### src/core/pwm_pkg.sv
// Constants shared by the LED PWM intensity block and its time base
package pwm_pkg;
  // Register map (byte address codes)
  localparam logic [7:0] ADDR_MASTER = 8'h0E;
  localparam logic [7:0] ADDR_INDIV_FIRST = 8'h10;
  localparam logic [7:0] ADDR_INDIV_LAST = 8'h17;
  localparam int NUM_INDIV_REGS = 8;
  localparam int NUM_PORTS = 16;

  // Field positions of the master register
  localparam int MASTER_HI = 7;
  localparam int MASTER_LO = 4;
  localparam int GLOBAL_HI = 3;
  localparam int GLOBAL_LO = 0;

  // Values after reset
  localparam logic [7:0] MASTER_RESET = 8'h00;
  localparam logic [7:0] INDIV_RESET = 8'hFF;
  localparam logic [7:0] RDATA_RESET = 8'h00;

  // Setting encodings
  localparam logic [3:0] SETTING_STATIC = 4'hF;
  localparam logic [3:0] MASTER_OFF = 4'h0;

  // Time base: 15 timeslots of 16 cycles, indices start at zero
  localparam logic [3:0] SLOT_LAST = 4'hE;
  localparam logic [3:0] CYCLE_LAST = 4'hF;
  localparam logic [3:0] TB_RESET = 4'h0;

  // Oscillator emulation from the core clock
  localparam int CLK_HZ = 50_000_000;
  localparam int OSC_HZ = 32_000;
  localparam int OSC_DIV = CLK_HZ / OSC_HZ;
  localparam int DIV_W = 11;
  localparam logic [DIV_W-1:0] DIV_LAST = DIV_W'(OSC_DIV - 1);
  localparam logic [DIV_W-1:0] DIV_RESET = 11'h000;
endpackage

### src/core/timebase_if.sv
// Time base signals between the intensity logic and the oscillator counter
interface timebase_if;
  logic run;
  logic tick;
  logic [3:0] slot;
  logic [3:0] cycle;
  modport src (input run, output tick, output slot, output cycle);
  modport snk (output run, input tick, input slot, input cycle);
endinterface

### src/core/pwm_timebase.sv
// Oscillator divider and timeslot/cycle counter for the PWM period
module pwm_timebase (
  // Clock and reset
  input wire logic core_clk_in,
  input wire logic arst_n_in,
  // Time base
  timebase_if.src tb
);
  import pwm_pkg::*;

  logic [DIV_W-1:0] div_q;
  logic tick_q;
  logic [3:0] slot_q;
  logic [3:0] cycle_q;

  // Held at zero while stopped, so a restart begins a fresh period
  always_ff @(posedge core_clk_in or negedge arst_n_in) begin
    if (!arst_n_in) begin
      div_q <= DIV_RESET;
      tick_q <= 1'b0;
    end else if (!tb.run) begin
      div_q <= DIV_RESET;
      tick_q <= 1'b0;
    end else if (div_q == DIV_LAST) begin
      div_q <= DIV_RESET;
      tick_q <= 1'b1;
    end else begin
      div_q <= div_q + 11'h001;
      tick_q <= 1'b0;
    end
  end

  always_ff @(posedge core_clk_in or negedge arst_n_in) begin
    if (!arst_n_in) begin
      slot_q <= TB_RESET;
      cycle_q <= TB_RESET;
    end else if (!tb.run) begin
      slot_q <= TB_RESET;
      cycle_q <= TB_RESET;
    end else if (tick_q) begin
      cycle_q <= cycle_q + 4'h1;
      if (cycle_q == CYCLE_LAST) begin
        slot_q <= (slot_q == SLOT_LAST) ? TB_RESET : slot_q + 4'h1;
      end
    end
  end

  assign tb.tick = tick_q;
  assign tb.slot = slot_q;
  assign tb.cycle = cycle_q;
endmodule

### src/core/led_pwm_intensity_control.sv
// LED PWM intensity control for 16 open-drain ports and the auxiliary output
// Summary of operation
// - Master value 0x00 to 0x0F makes every output static; other intensity settings ignored.
// - Master 0x10-0xFF with global select clear: each output uses its own nibble.
// - Individual 0xF is static following phase bit; 0x0 to 0xE give PWM.
// - Global select set: only the master register supplies intensity.
// - Setting n: low (n+1)/16 of active time with phase 0, swapped with 1.
// - Setting 0xF: static low for phase bit 0, static high impedance for 1.
// - Blink enabled: phase selects which phase register bit drives each output.
// - Master low nibble is the auxiliary output setting and the global setting.
// - Global setting replaces all 17 individual settings together, never a subset.
// - Global mode: on for master gate times (global nibble + 1) of the 240 cycles, as in individual mode.
// - Period is 15 timeslots of 16 cycles; master gates 1 to 15 timeslots.
// - Time base runs from an internal 32kHz tick, stopped when PWM is off.
// - Master upper nibble zero means 0/15 duty: oscillator off, outputs static.
// - Phase bit 1 leaves a static port high impedance; 0 drives it low.
module led_pwm_intensity_control (
  // Clock and reset
  input wire logic core_clk_in,
  input wire logic arst_n_in,
  // Register access
  input wire logic reg_wr_en_in,
  input wire logic reg_rd_en_in,
  input wire logic [7:0] reg_addr_in,
  input wire logic [7:0] reg_wdata_in,
  output logic [7:0] reg_rdata_out,
  output logic reg_rvalid_out,
  // Configuration flags
  input wire logic global_sel_in,
  input wire logic blink_enable_in,
  input wire logic blink_flip_in,
  // Phase register bits, bit 16 is the auxiliary output
  input wire logic [16:0] phase0_bits_in,
  input wire logic [16:0] phase1_bits_in,
  // Open-drain ports
  output logic [15:0] port_out,
  output logic [15:0] port_oe_out,
  // Auxiliary seventeenth output
  output logic auxiliary_seventeenth_output_out,
  output logic auxiliary_seventeenth_output_oe_out,
  // Status
  output logic osc_running_out
);
  import pwm_pkg::*;

  logic [7:0] master_and_aux_intensity_q;
  logic [7:0] output_intensity_q [NUM_INDIV_REGS];
  logic [7:0] rdata_q;
  logic rvalid_q;
  logic [16:0] oe_q;
  logic [16:0] pin_low_q;
  logic run_q;
  logic [3:0] master_gate;
  logic [3:0] global_setting;
  logic [16:0] phase_bit;
  logic [16:0] level;
  logic master_wr;
  logic [NUM_INDIV_REGS-1:0] indiv_wr;
  logic [7:0] rdata_d;
  logic run_d;

  timebase_if tb_bus ();

  function automatic logic is_indiv_addr(input logic [7:0] addr);
    is_indiv_addr = (addr >= ADDR_INDIV_FIRST) && (addr <= ADDR_INDIV_LAST);
  endfunction

  function automatic logic [2:0] indiv_index(input logic [7:0] addr);
    indiv_index = 3'(addr - ADDR_INDIV_FIRST);
  endfunction

  // Open-drain level of one output: 0 pulls the pin low, 1 releases it
  function automatic logic pwm_level(input logic is_static, input logic phase, input logic on);
    logic lvl;
    lvl = phase;
    if (!is_static) begin
      if (phase) begin
        lvl = on;
      end else begin
        lvl = !on;
      end
    end
    pwm_level = lvl;
  endfunction

  pwm_timebase u_timebase (
    .core_clk_in(core_clk_in),
    .arst_n_in(arst_n_in),
    .tb(tb_bus.src)
  );

  assign master_gate = master_and_aux_intensity_q[MASTER_HI:MASTER_LO];
  assign global_setting = master_and_aux_intensity_q[GLOBAL_HI:GLOBAL_LO];

  // Write decode; writes to unmapped addresses raise no strobe
  always_comb begin
    master_wr = 1'b0;
    indiv_wr = 8'h00;
    if (reg_wr_en_in) begin
      if (reg_addr_in == ADDR_MASTER) begin
        master_wr = 1'b1;
      end else if (is_indiv_addr(reg_addr_in)) begin
        indiv_wr[indiv_index(reg_addr_in)] = 1'b1;
      end
    end
  end

  // Register writes
  always_ff @(posedge core_clk_in or negedge arst_n_in) begin
    if (!arst_n_in) begin
      master_and_aux_intensity_q <= MASTER_RESET;
    end else if (master_wr) begin
      master_and_aux_intensity_q <= reg_wdata_in;
    end
  end

  genvar r;
  generate
    for (r = 0; r < NUM_INDIV_REGS; r++) begin : g_indiv
      always_ff @(posedge core_clk_in or negedge arst_n_in) begin
        if (!arst_n_in) begin
          output_intensity_q[r] <= INDIV_RESET;
        end else if (indiv_wr[r]) begin
          output_intensity_q[r] <= reg_wdata_in;
        end
      end
    end
  endgenerate

  // Read data mux; unmapped addresses answer zero
  always_comb begin
    rdata_d = rdata_q;
    if (reg_rd_en_in) begin
      if (reg_addr_in == ADDR_MASTER) begin
        rdata_d = master_and_aux_intensity_q;
      end else if (is_indiv_addr(reg_addr_in)) begin
        rdata_d = output_intensity_q[indiv_index(reg_addr_in)];
      end else begin
        rdata_d = RDATA_RESET;
      end
    end
  end

  // Read data holds until the next read strobe
  always_ff @(posedge core_clk_in or negedge arst_n_in) begin
    if (!arst_n_in) begin
      rdata_q <= RDATA_RESET;
    end else begin
      rdata_q <= rdata_d;
    end
  end

  // Valid is a one-cycle pulse after each read strobe
  always_ff @(posedge core_clk_in or negedge arst_n_in) begin
    if (!arst_n_in) begin
      rvalid_q <= 1'b0;
    end else begin
      rvalid_q <= reg_rd_en_in;
    end
  end

  // Oscillator runs only while the master gate is nonzero; stopping it saves power
  always_comb begin
    run_d = 1'b0;
    if (master_gate != MASTER_OFF) begin
      run_d = 1'b1;
    end
  end

  always_ff @(posedge core_clk_in or negedge arst_n_in) begin
    if (!arst_n_in) begin
      run_q <= 1'b0;
    end else begin
      run_q <= run_d;
    end
  end

  assign tb_bus.run = run_q;

  // Per-output waveform; bit 16 is the auxiliary output
  genvar i;
  generate
    for (i = 0; i < 17; i++) begin : g_out
      logic [3:0] own_setting;
      logic [3:0] setting;
      logic is_static;
      logic slot_on;
      logic cycle_on;
      logic pwm_on;
      if (i == NUM_PORTS) begin : g_aux
        // The auxiliary output has no register of its own
        assign own_setting = global_setting;
      end else begin : g_port
        assign own_setting = output_intensity_q[i/2][(i%2)*4 +: 4];
      end
      // Global mode overrides every output at once, never a subset
      always_comb begin
        setting = own_setting;
        if (global_sel_in) begin
          setting = global_setting;
        end
      end
      assign phase_bit[i] = (blink_enable_in && blink_flip_in) ? phase1_bits_in[i] : phase0_bits_in[i];
      always_comb begin
        is_static = 1'b0;
        if (master_gate == MASTER_OFF) begin
          is_static = 1'b1;
        end else if (setting == SETTING_STATIC) begin
          is_static = 1'b1;
        end
      end
      assign slot_on = (tb_bus.slot < master_gate);
      assign cycle_on = (tb_bus.cycle <= setting);
      assign pwm_on = slot_on && cycle_on;
      // Level 0 means pin pulled low; phase bit 1 inverts the waveform
      assign level[i] = pwm_level(is_static, phase_bit[i], pwm_on);
    end
  endgenerate

  // Open drain: enable only while pulling low
  always_ff @(posedge core_clk_in or negedge arst_n_in) begin
    if (!arst_n_in) begin
      oe_q <= 17'h00000;
    end else begin
      oe_q <= ~level;
    end
  end

  // Driven value is always low; held in a flop so every output is registered
  always_ff @(posedge core_clk_in or negedge arst_n_in) begin
    if (!arst_n_in) begin
      pin_low_q <= 17'h00000;
    end else begin
      pin_low_q <= 17'h00000;
    end
  end

  assign reg_rdata_out = rdata_q;
  assign reg_rvalid_out = rvalid_q;
  assign port_out = pin_low_q[15:0];
  assign port_oe_out = oe_q[15:0];
  assign auxiliary_seventeenth_output_out = pin_low_q[16];
  assign auxiliary_seventeenth_output_oe_out = oe_q[16];
  assign osc_running_out = run_q;
endmodule

### config.mk
export PLATFORM = sky130hd
export DESIGN_NAME = led_pwm_intensity_control
export DESIGN_NICKNAME = d
export VERILOG_FILES = /design/src/core/pwm_pkg.sv /design/src/core/timebase_if.sv /design/src/core/pwm_timebase.sv /design/src/core/led_pwm_intensity_control.sv
export SDC_FILE = /design/constraint.sdc
export NUM_CORES = 1
export LEC_CHECK = 0
export ABC_AREA = 1
export BUFFER_PORTS_ARGS = -buffer_cell sky130_fd_sc_hd__buf_2
export CELL_PAD_IN_SITES_DETAIL_PLACEMENT = 1
export CELL_PAD_IN_SITES_GLOBAL_PLACEMENT = 2
export CORE_MARGIN = 10
export CORE_UTILIZATION = 34
export CTS_BUF_LIST = sky130_fd_sc_hd__clkbuf_16
export DETAILED_ROUTE_END_ITERATION = 16
export GPL_TIMING_DRIVEN = 0
export PLACE_DENSITY_LB_ADDON = 0.1
export SLEW_MARGIN = 10
export SYNTH_ARGS = -nofsm -noshare
export SYNTH_HDL_FRONTEND = slang
export SYNTH_SLANG_ARGS = --single-unit
export TNS_END_PERCENT = 30
### constraint.sdc
create_clock -name core_clk_in -period 2 [get_ports core_clk_in]
set_input_delay 0.2 -clock core_clk_in [delete_from_list [all_inputs] [get_ports core_clk_in]]
set_output_delay 0.2 -clock core_clk_in [all_outputs]
set_load 0.05 [all_outputs]
==> results.toml <==
[timing]
grt_setup_unrepaired = "true"
skew_ns = 0.0132
setup_viol = 0
drv_slew = 0
period_needed_ns = 1.87
post-route-period-util_pct = 93.4
hold_viol_final = 0
worst_slew_pin_slew_ns = 0.658
max_freq_ghz = 0.535
slew_headroom_pct = 56.1

[setup_path]
crit_fanout = 10
required_ns = 2.33
cp-end-kind = "flip-flop"
critPathKind = "reg2reg"
critical_path_arrival_ns = 2.20
worst_setup_path_start_kind = "flip-flop"

[finish]
diodes = 0
synthToLayoutAreaGrowth_pct = 18.7
fin_nets = 1529
num-fill-cells = 3289
finalInstanceArea_mm2 = 0.0105
final_cell_mix = "nand2_1 (418), inv_1 (226), o21ai_0 (113)"
layout_commonest_cell = "nand2_1"
layout-drive-gt1-share_pct = 18.9
utilization_pct = 40.7

[placed_design]
io_buffers = 81
dpl_cell_area_mm2 = 0.00980
dp_hpwl_um = 24000
gp_congestion = 0.857

[global_routing]
grt_overflow = 0
grt_util_met1_pct = 23.8
track_usage_pct = 18.6
grt_pass1_wl_um = 49100
met3_usage_pct = 3.22
top_usage_layer = "met2"
grt_pass1_vias = 9020
grt_max_degree = 62
antenna_found_initial = 0
met2_usage_pct = 31.5

[min_path]
worst_hold_path_type = "in2reg"

[die]
die_x_um = 182
start_util_pct = 34.3
die-area_mm2 = 0.0330
core_area_mm2 = 0.0259
fp.dieH_um = 182
row_count = 59
io_pins = 101

[logic_synthesis]
synthesis.area_mm2 = 0.00888
synth_seq_cells = 119
synth_top_area_share_pct = 18.9
synth_cell_types = 37
syn_area_per_cell_um2 = 6.98
netlist_instances = 1272
yosysSeqAreaShare_pct = 34.4
yosys-top-cells-area = "dfstp_2 (19%), nand2_1 (18%), dfrtp_1 (15%)"
ys_warn_count = 0
synth_top_area_cell = "dfstp_2"

[routing]
drt_iter0_markers = 311
vias = 8370
drcViolationCount = 0
first_pass_iters = 5
wl_per_cell_um = 17.2
vias_per_cell = 4.80
drt_wl_total_um = 30000
ant_nets = 0

[cts]
cts_buffer_depth = 2
cts_tree = "done"
clock_sinks = 119
numCtsBuffers = 17
root_buffer = "clkbuf_16"
clk_pin_slew_ns = 0.07
clock_latency_ns = 0.43
h-tree-depth = 4

[power_and_ir_drop]
powerDensity_mw_per_mm2 = 681
peakVddDrop_mv = 0.382
total_leakage_power_nw = 5.64

[run]
maxCapViolations = 0

[run_status]
status = "completed"
[cells in the mapped netlist]
master      n
nand2_1   419
inv_1     227
o21ai_0   131
ha_1       76
nand3_1    70
dfstp_2    64
dfrtp_1    55
nor2_1     51
a21oi_1    39
buf_4      24
o21ai_1    18
buf_2      13
nand4_1    12
nor3_1     11
clkbuf_1    9
nand4_4     8
o211ai_1    7
nand2_2     6
buf_6       5
inv_2       3
o21ai_2     3
inv_4       2
nor2_4      2
nor3_4      2
xnor2_1     2
xor2_1      2
a21o_1      1
a21oi_2     1
a31oi_1     1
buf_12      1
clkinv_1    1
conb_1      1
nand2_4     1
nor2_2      1
nor2_8      1
nor4_1      1
o21a_1      1
[path summary, 6_finish.rpt]
path / start / to / slack (ns) / cells after the start
worst max-delay path: master_and_aux_intensity_q[2] / oe_q[3] / 0.13 / 15
worst min-delay path: reg_wdata_in[7] / master_and_aux_intensity_q[7] / 0.06 / 3
worst max register to register: master_and_aux_intensity_q[2] / oe_q[3] / 0.13 / 15
worst min register to register: g_out[12].own_setting[0] / g_out[12].own_setting[0] / 0.47 / 2
max in group asynchronous: arst_n_in / g_out[6].own_setting[0] / 0.87 / 3
min in group asynchronous: arst_n_in / oe_q[2] / 0.32 / 2
[per-layer routing]
layer	wire length, um	part of all wire [%]
met5	0	0
met1	14100	47
met2	14400	48
met3	1010	3.4
met4	532	1.8
[power by group]
part           total (mW)  internal, mW  switching (mW)  leakage [nW]
Clock                3.24          1.96            1.28         0.291
Combinational        1.28         0.384           0.898          4.02
Sequential           2.66          2.58          0.0855          1.33
[flip-flops by register name, indices dropped and copies added, names as in the netlist]
register                    flops
reg_rdata_out                   8
reg_rvalid_out                  1
u_timebase.div_q               11
oe_q                           17
master_and_aux_intensity_q      8
g_out.own_setting              64
osc_running_out                 1
u_timebase.tb.cycle             4
u_timebase.tb.tick              1
u_timebase.tb.slot              4
[area by class of cell]
class                   count  area (um^2)  share of cell area (%)
plain buffers              52          380                    3.61
clock inverters            15          179                    1.70
repair buffers             89          509                    4.83
well taps                 335          419                    3.97
flip-flops and latches    119         3070                    29.1
multi-input cells         884         4680                    44.4
inverters                 233          883                    8.37
clock buffers              17          425                    4.03
[cell families after synthesis]
kind of cell	Yosys count	share of synthesized area [%]
AND/OR/NAND/NOR	585	28.7
XOR/XNOR	4	0.394
flip-flops	119	34.4
buffers and inverters	285	13.9
adder cells (fa/ha/maj)	76	10.7
other	1	0.0422
AO/OA/AOI/OAI	202	11.8
[worst max-delay path, cell delays in order, from the launching register on]
cell      delay (ns)
dfrtp_2         0.48
nand2_4         0.14
clkbuf_8        0.18
o21ai_0         0.13
inv_1           0.10
ha_1            0.22
nand2_1         0.07
inv_1           0.05
nand2_1         0.06
nand2_1         0.04
nand2_1         0.05
nand2_1         0.06
nand2_1         0.06
nand2_1         0.05
nand2_1         0.06
inv_1           0.04
[metrics by stage]
stage	hold WS, ns	power (mW)	setup TNS [ns]	cells	setup WS, ns
global placement	0.324	3.93	-79.82	1704	-1.06
floorplan	-0.0956	3.53	0	1288	0.233
detailed placement	0.243	3.97	-4.44	1705	-0.430
CTS	0.0544	7.24	0	1740	0.00645
global route	0.0670	7.55	-0.235	1744	-0.0598
finish	0.0638	7.19	0	1744	0.131
[what timing repair did]
action,4_1_cts,5_1_grt
hold buffers,2,0
pin swaps,0,0
buffers inserted,1,4
endpoints found under the hold margin,15,0
gates resized for setup,13,30
gates cloned,0,0
setup endpoints to repair,21,17
Note: power is estimated with default switching activity, not from simulation.
